$ cat config.mk
export PLATFORM = sky130hd
export DESIGN_NAME = fcsm_top
export DESIGN_NICKNAME = d
export VERILOG_FILES = /design/src/fcsm_pkg.sv /design/src/fcsm_curve_if.sv /design/src/fcsm_curve.sv /design/src/fcsm_top.sv
export SDC_FILE = /design/constraint.sdc
export NUM_CORES = 2
export LEC_CHECK = 0
export ABC_CLOCK_PERIOD_IN_PS = 39800
export BUFFER_PORTS_ARGS = -buffer_cell sky130_fd_sc_hd__buf_2
export CAP_MARGIN = 25
export CORE_AREA = 2 2 385 387
export DETAILED_ROUTE_END_ITERATION = 6
export DIE_AREA = 0 0 387 389
export PLACE_DENSITY_LB_ADDON = 0.12
export SYNTH_ARGS = -nofsm -noshare
export SYNTH_HDL_FRONTEND = slang
export SYNTH_HIERARCHICAL = 1
export SYNTH_SLANG_ARGS = --single-unit
$ cat constraint.sdc
create_clock -name clk_sys -period 39.8 [get_ports clk_sys]
set_input_delay 9.95 -clock clk_sys [delete_from_list [all_inputs] [get_ports clk_sys]]
set_output_delay 9.95 -clock clk_sys [all_outputs]
set_load 0.01 [all_outputs]
$ cat src/fcsm_pkg.sv
// Constants and register map for the fan channel source mux
package fcsm_pkg;
    // ==========================================================
    // Register offsets
    localparam logic [7:0] FCSM_OFS_DUTY_1 = 8'h30;
    localparam logic [7:0] FCSM_OFS_DUTY_2 = 8'h31;
    localparam logic [7:0] FCSM_OFS_DUTY_3 = 8'h32;
    localparam logic [7:0] FCSM_OFS_SETUP_1 = 8'h5c;
    localparam logic [7:0] FCSM_OFS_SETUP_2 = 8'h5d;
    localparam logic [7:0] FCSM_OFS_SETUP_3 = 8'h5e;
    localparam logic [7:0] FCSM_OFS_PINFUNC = 8'h7d;

    // ==========================================================
    // Field positions
    localparam int FCSM_BHV_HI = 7;
    localparam int FCSM_BHV_LO = 5;
    localparam int FCSM_INV_BIT = 4;
    localparam int FCSM_PF_PIN2_ALERT = 0;
    localparam int FCSM_PF_SPD4_OT = 1;
    localparam int FCSM_PF_V25_OT = 2;
    localparam int FCSM_PF_V12_VRM = 3;
    localparam int FCSM_PF_OT_OUT = 4;
    localparam int FCSM_PF_CPU_HOT = 7;
    localparam logic [7:0] FCSM_PF_WR_MASK = 8'h1f;

    // ==========================================================
    // Behaviour codes
    localparam logic [2:0] FCSM_BHV_REM1 = 3'h0;
    localparam logic [2:0] FCSM_BHV_LOCAL = 3'h1;
    localparam logic [2:0] FCSM_BHV_REM2 = 3'h2;
    localparam logic [2:0] FCSM_BHV_FULL = 3'h3;
    localparam logic [2:0] FCSM_BHV_OFF = 3'h4;
    localparam logic [2:0] FCSM_BHV_FAST_LR2 = 3'h5;
    localparam logic [2:0] FCSM_BHV_FAST_ALL = 3'h6;
    localparam logic [2:0] FCSM_BHV_MANUAL = 3'h7;

    // Channel indices
    localparam int FCSM_CH_REM1 = 0;
    localparam int FCSM_CH_LOCAL = 1;
    localparam int FCSM_CH_REM2 = 2;

    // ==========================================================
    // Reset values and duty limits
    localparam logic [7:0] FCSM_SETUP_RST = 8'h82;
    localparam logic [7:0] FCSM_PF_RST = 8'h00;
    localparam logic [7:0] FCSM_DUTY_RST = 8'hff;
    localparam logic [7:0] FCSM_DUTY_FULL = 8'hff;
    localparam logic [7:0] FCSM_DUTY_ZERO = 8'h00;

    // Drive waveform step rate
    localparam logic [7:0] FCSM_STEP_DIV = 8'h0f;
    // Last phase step before the waveform period restarts
    localparam logic [7:0] FCSM_PHASE_TOP = 8'hfe;
endpackage

$ cat src/fcsm_curve_if.sv
// Curve parameters and result between the mux top and a curve calculator
`timescale 1ns/1ps
interface fcsm_curve_if;
    logic [7:0] temp;
    logic [7:0] tmin;
    logic [2:0] range_sh;
    logic [7:0] floor_duty;
    logic [7:0] duty;
    modport calc (input temp, input tmin, input range_sh, input floor_duty, output duty);
    modport user (output temp, output tmin, output range_sh, output floor_duty, input duty);
endinterface

$ cat src/fcsm_curve.sv
// Linear duty curve of one temperature channel for one fan output
`timescale 1ns/1ps
module fcsm_curve
    import fcsm_pkg::*;
(
    fcsm_curve_if.calc cv
);
    logic above;
    logic [7:0] diff;
    logic [7:0] span;
    logic [15:0] prod;
    logic [15:0] ramp;
    logic [16:0] total;

    // Each channel judged only against its own turn-on point
    assign above = cv.temp > cv.tmin;
    assign diff = cv.temp - cv.tmin;
    assign span = FCSM_DUTY_FULL - cv.floor_duty;
    assign prod = 16'(diff) * 16'(span);
    // Range is a power of two degrees so no divider is needed
    assign ramp = prod >> cv.range_sh;
    assign total = {9'h000, cv.floor_duty} + {1'b0, ramp};
    // Floor at turn-on, full duty at the top of the range
    assign cv.duty = !above ? FCSM_DUTY_ZERO :
        (total > {9'h000, FCSM_DUTY_FULL}) ? FCSM_DUTY_FULL : total[7:0];
endmodule

$ cat src/fcsm_top.sv
// Fan output source mux: behaviour select, duty registers, pin functions
`timescale 1ns/1ps
module fcsm_top
    import fcsm_pkg::*;
(
    input wire logic clk_sys,
    input wire logic srst,
    input wire logic [7:0] reg_addr,
    input wire logic reg_wr_en,
    input wire logic [7:0] reg_wdata,
    output logic [7:0] reg_rd_data,
    input wire logic [2:0][7:0] temp_ch,
    input wire logic [2:0][7:0] tmin_ch,
    input wire logic [2:0][2:0] range_sh_ch,
    input wire logic [2:0][7:0] overtemp_limit_ch,
    input wire logic [2:0][7:0] duty_floor,
    input wire logic alert_n_in,
    input wire logic overtemp_pin_i,
    output logic overtemp_pin_o,
    output logic overtemp_pin_oe_n,
    output logic fan_drive_out_1,
    output logic fan_drive_out_2,
    output logic fan_drive_out_3,
    output logic pin2_is_alert,
    output logic speed4_pin_is_overtemp,
    output logic v25_pin_is_overtemp,
    output logic v12_pin_is_vrm_bit5
);
    // ==========================================================
    // Registers
    logic [2:0][7:0] setup_r;
    logic [2:0][7:0] manual_r;
    logic [2:0][7:0] duty_r;
    logic [7:0] pinfunc_r;
    logic [7:0] rd_nxt;
    logic [2:0] drive_r;
    logic cpu_hot_r;
    logic pin_o_r;
    logic pin_oe_n_r;
    logic [7:0] div_r;
    logic [7:0] phase_r;
    logic step_en;
    logic overtemp;
    logic [2:0] hit_duty;
    logic [2:0] hit_setup;
    logic [2:0][7:0] duty_nxt;
    logic [2:0] drive_nxt;

    assign overtemp = (temp_ch[0] > overtemp_limit_ch[0]) ||
        (temp_ch[1] > overtemp_limit_ch[1]) || (temp_ch[2] > overtemp_limit_ch[2]);
    assign step_en = (div_r == FCSM_STEP_DIV);

    // ==========================================================
    // Per output: curves, source select, drive
    genvar o;
    genvar c;
    generate
        for (o = 0; o < 3; o++) begin : g_out
            logic [2:0] bhv;
            logic [2:0][7:0] cd;
            logic [7:0] max_lr2;
            logic [7:0] max_all;
            logic [7:0] pick;
            for (c = 0; c < 3; c++) begin : g_ch
                fcsm_curve_if cif ();
                // Own floor per output even when channels are shared
                assign cif.temp = temp_ch[c];
                assign cif.tmin = tmin_ch[c];
                assign cif.range_sh = range_sh_ch[c];
                assign cif.floor_duty = duty_floor[o];
                assign cd[c] = cif.duty;
                fcsm_curve u_curve (.cv(cif.calc));
            end
            assign hit_duty[o] = reg_wr_en && (reg_addr == FCSM_OFS_DUTY_1 + 8'(o));
            assign hit_setup[o] = reg_wr_en && (reg_addr == FCSM_OFS_SETUP_1 + 8'(o));
            assign bhv = setup_r[o][FCSM_BHV_HI:FCSM_BHV_LO];
            assign max_lr2 = (cd[FCSM_CH_LOCAL] > cd[FCSM_CH_REM2]) ?
                cd[FCSM_CH_LOCAL] : cd[FCSM_CH_REM2];
            assign max_all = (cd[FCSM_CH_REM1] > max_lr2) ? cd[FCSM_CH_REM1] : max_lr2;
            // Independent selector for every output
            assign pick =
                (bhv == FCSM_BHV_REM1) ? cd[FCSM_CH_REM1] :
                (bhv == FCSM_BHV_LOCAL) ? cd[FCSM_CH_LOCAL] :
                (bhv == FCSM_BHV_REM2) ? cd[FCSM_CH_REM2] :
                (bhv == FCSM_BHV_FULL) ? FCSM_DUTY_FULL :
                (bhv == FCSM_BHV_OFF) ? FCSM_DUTY_ZERO :
                (bhv == FCSM_BHV_FAST_LR2) ? max_lr2 :
                (bhv == FCSM_BHV_FAST_ALL) ? max_all :
                (overtemp ? FCSM_DUTY_FULL : manual_r[o]);
            assign duty_nxt[o] = pick;
            // 0xff holds the line on for the whole period
            assign drive_nxt[o] = (bhv == FCSM_BHV_OFF) ? 1'b0 :
                (((duty_r[o] == FCSM_DUTY_FULL) || (phase_r < duty_r[o]))
                ^ setup_r[o][FCSM_INV_BIT]);

            always_ff @(posedge clk_sys) begin
                if (srst) begin
                    setup_r[o] <= FCSM_SETUP_RST;
                    manual_r[o] <= FCSM_DUTY_RST;
                    duty_r[o] <= FCSM_DUTY_RST;
                    drive_r[o] <= 1'b0;
                end else begin
                    if (hit_setup[o]) begin
                        setup_r[o] <= reg_wdata;
                    end
                    // Writes only land in manual mode
                    if (hit_duty[o] && (bhv == FCSM_BHV_MANUAL)) begin
                        manual_r[o] <= reg_wdata;
                    end
                    duty_r[o] <= duty_nxt[o];
                    drive_r[o] <= drive_nxt[o];
                end
            end
        end
    endgenerate

    // ==========================================================
    // Waveform phase counter with divided step enable
    always_ff @(posedge clk_sys) begin
        if (srst) begin
            div_r <= 8'h00;
            phase_r <= 8'h00;
        end else begin
            div_r <= step_en ? 8'h00 : div_r + 8'h01;
            if (step_en) begin
                // Wraps at 0xfe so 255 steps give a 0.39% grain
                phase_r <= (phase_r == FCSM_PHASE_TOP) ? 8'h00 : phase_r + 8'h01;
            end
        end
    end

    // ==========================================================
    // Pin functions and overtemp pin
    always_ff @(posedge clk_sys) begin
        if (srst) begin
            pinfunc_r <= FCSM_PF_RST;
            cpu_hot_r <= 1'b0;
            pin_o_r <= 1'b1;
            pin_oe_n_r <= 1'b1;
        end else begin
            if (reg_wr_en && (reg_addr == FCSM_OFS_PINFUNC)) begin
                pinfunc_r <= reg_wdata & FCSM_PF_WR_MASK;
            end
            // Input mode: low level means the processor runs hot
            cpu_hot_r <= !pinfunc_r[FCSM_PF_OT_OUT] && !overtemp_pin_i;
            // Open drain: pull low only while hot, else release
            pin_o_r <= 1'b0;
            pin_oe_n_r <= !(pinfunc_r[FCSM_PF_OT_OUT] && overtemp);
        end
    end

    // ==========================================================
    // Register read, one cycle after the address
    assign rd_nxt =
        (reg_addr == FCSM_OFS_DUTY_1) ? duty_r[0] :
        (reg_addr == FCSM_OFS_DUTY_2) ? duty_r[1] :
        (reg_addr == FCSM_OFS_DUTY_3) ? duty_r[2] :
        (reg_addr == FCSM_OFS_SETUP_1) ? setup_r[0] :
        (reg_addr == FCSM_OFS_SETUP_2) ? setup_r[1] :
        (reg_addr == FCSM_OFS_SETUP_3) ? setup_r[2] :
        (reg_addr == FCSM_OFS_PINFUNC) ? (pinfunc_r | {cpu_hot_r, 7'h00}) : 8'h00;

    logic pin2_r;
    always_ff @(posedge clk_sys) begin
        if (srst) begin
            reg_rd_data <= 8'h00;
            pin2_r <= 1'b0;
        end else begin
            reg_rd_data <= rd_nxt;
            pin2_r <= pinfunc_r[FCSM_PF_PIN2_ALERT] ? alert_n_in : drive_r[1];
        end
    end

    assign fan_drive_out_1 = drive_r[0];
    assign fan_drive_out_2 = pin2_r;
    assign fan_drive_out_3 = drive_r[2];
    assign overtemp_pin_o = pin_o_r;
    assign overtemp_pin_oe_n = pin_oe_n_r;
    assign pin2_is_alert = pinfunc_r[FCSM_PF_PIN2_ALERT];
    assign speed4_pin_is_overtemp = pinfunc_r[FCSM_PF_SPD4_OT];
    assign v25_pin_is_overtemp = pinfunc_r[FCSM_PF_V25_OT];
    assign v12_pin_is_vrm_bit5 = pinfunc_r[FCSM_PF_V12_VRM];
endmodule

==> reports/metrics.csv <==
stage,metric,value,unit
finish,multi_input_area,0.0379,mm2
job,max_cap_viol_count,0,
route,m1WireLength,68800,um
die,num_io_pins,143,
die,num_rows,141,
finish,drive_gt1_share,7.70,%
clocking,cts_hold_buf,0,
global_route,grt_max_degree,69,
finish,fillers,15902,
critical_path,cp_max_fo,9,
global_route,grt_pass1_vias,41628,
clocking,cts_tree,yes,
logic_synthesis,synthTopCellsByArea,"ha_1 16%, fa_1 16%, inv_1 6.3%, dfxtp_1 4.9%, nor2_1 4.7%",
clocking,cts-buffers-inserted,9,
timing,period_share,57.3,%
route,wl_met2,75800,um
global_route,grt_pass1_wl,238000,um
hold_path,hold_class,register to register,
die,dieArea,0.151,mm2
timing,whs,456,ps
critical_path,cp.required,40080,ps
logic_synthesis,yosys-top-cells-count,"736 x inv_1, 573 x ha_1, 549 x nor2_1",
logic_synthesis,yosys_warnings,6,
place,hpwl,121000,um
timing,final-hold-violation-count,0,
logic_synthesis,ys_seq_elements,108,
critical_path,start_kind,input pin,
die,die_h,389,um
finish,fin_area,0.0467,mm2
route,routed_via_density,5.36,
place,io_buffers,142,
route,drc_errors,0,
timing,slew_violations,0,
route,wl,149000,um
timing,layout_min_cycle_time,22810,ps
clocking,clock_latency,390,ps
timing,clock_skew,11.5,ps
route,dr.max_layer_used,met4,
timing,rsz0062_at_grt,false,
route,drt_pass1_iterations,6,
timing,relSlewSlack,28.0,%
route,drt_iter0_drc,2539,
finish,regArea,0.00216,mm2
clocking,cts.sinks,108,
place,gp_congestion,0.862,
clocking,clk_path_buf_depth,2,
route,post_drt_wl_per_cell,19.6,um
logic_synthesis,seq_area_frac_synth,4.95,%
die,initial_core_util,29.8,%
clocking,cts_max_level,3,
global_route,track_usage,19.6,%
die,die_w,387,um
timing,finalSetupTns,0,ps
route,vias,40918,
timing,fmax,43.8,MHz
critical_path,critical-path-max-stage-delay,740,ps
critical_path,end_kind,register,
critical_path,critPathKind,input pin to register,
run_status,status,"finished, final reports clean",
logic_synthesis,async_reset_ff_share,0,%
finish,syn_to_final_growth,6.73,%
critical_path,crit_arrival,23090,ps
logic_synthesis,yosysMostFrequentCell,inv_1,
logic_synthesis,syn_area,0.0437,mm2
critical_path,slowest_stage,xor2_1,
clocking,clk_pin_slew,90,ps
place,postPlaceCellArea,0.0463,mm2
route,wl_met3,3180,um
die,core_area,0.147,mm2
logic_synthesis,synth-edff-count,0,
logic_synthesis,synth_ff_type,dfxtp_1,
clocking,cts_setup_buffers,0,
logic_synthesis,ys_types,137,
timing,worst_pin_slew,1080,ps
timing,setup_viol,0,
logic_synthesis,syn-instance-count,5685,
logic_synthesis,yosys.area.top_type_share,16.4,%
logic_synthesis,yosys.area.top_type,ha_1,
finish,final_nets,6737,
global_route,overflow,0,
clocking,cts-root-buf,clkbuf_16,
global_route,antenna_found_initial,2,
route,ant_nets,0,
clocking,cts.repair.resized,0,
logic_synthesis,avgSynthCellArea,7.69,um2
logic_synthesis,syn_nets,6726,
[sequential cells by signal, indices dropped and copies added, names as in the netlist, 5 cells and up]
signal,flops
div_r,8
phase_r,8
setup_r,15
duty_r,24
reg_rd_data,8
manual_r,24
g_out.bhv,9
pinfunc_r,5
[critical path: cells and delay by family]
kind,cells,cell delay [ps]
fa+ha+maj,10,3750
xor+xnor,2,1110
buf+inv,6,430
compound gates,17,4650
mux,2,410
simple gates,11,2770
[metal layers]
layer  track usage (%)  vias to the layer above
met2              36.4                      611
met3             0.749                       97
met5                 0                        -
met4              2.54                        0
met1              25.6                    20093
li1                  -                    20117
[path summary, 6_finish.rpt]
check             startpoint          to  slack, ps  cells past startpoint
max              temp_ch[16]  duty_r[17]      16990                     48
min                 div_r[0]    div_r[0]        460                      1
max reg2reg  g_out[0].bhv[2]   duty_r[4]      37160                      5
min reg2reg         div_r[0]    div_r[0]        460                      1
[area by class of cell]
class                   instances  area share [%]
multi-input cells            4634            81.2
inverters                     752            6.05
well taps                    1930            5.18
flip-flops and latches        108            4.63
repair buffers                191            2.34
clock buffers                  10           0.512
clock inverters                 5          0.0939
diodes                          2          0.0107
[cell families (layout without fill, tap and decap cells)]
family | Yosys count | after routing | share of synthesized area [%]
other | 0 | 2 | 0
AND/OR/NAND/NOR | 1849 | 1849 | 21.7
multiplexers | 167 | 167 | 4.21
AO/OA/AOI/OAI | 1487 | 1487 | 24.3
XOR/XNOR | 216 | 216 | 4.39
buffers and inverters | 943 | 958 | 8.40
flip-flops | 108 | 108 | 4.95
adder cells (fa/ha/maj) | 915 | 915 | 32.1
[layout by cell type (no fill, tap or decap), drive strengths merged, types with 84 or more instances in the layout]
| cell | instances |
|---|---|
| buf | 191 |
| xor2 | 84 |
| nand2 | 334 |
| a21o | 130 |
| ha | 573 |
| nor3 | 93 |
| nand2b | 246 |
| nand4 | 104 |
| inv | 740 |
| fa | 342 |
| nor2 | 553 |
| xnor2 | 131 |
| nand3 | 140 |
| o21ai | 217 |
| a211oi | 105 |
| nor2b | 112 |
| mux2i | 120 |
| dfxtp | 108 |
| a21oi | 376 |
[per-stage QoR]
| stage | util (%) | std cells | setup slack [ps] |
|---|---|---|---|
| final | 31.8 | 7632 | 16990 |
| after global routing | 31.8 | 7630 | 15820 |
| after CTS | 31.8 | 7627 | 17000 |
| after detailed placement | 31.6 | 7612 | 16610 |
| after global placement | 31.6 | 7612 | 16690 |
| after floorplan | - | 5685 | 19130 |
Power is left out: the tool's default activity adds up to more than one toggle a clock period on the data nets, which glitch-free logic cannot reach.
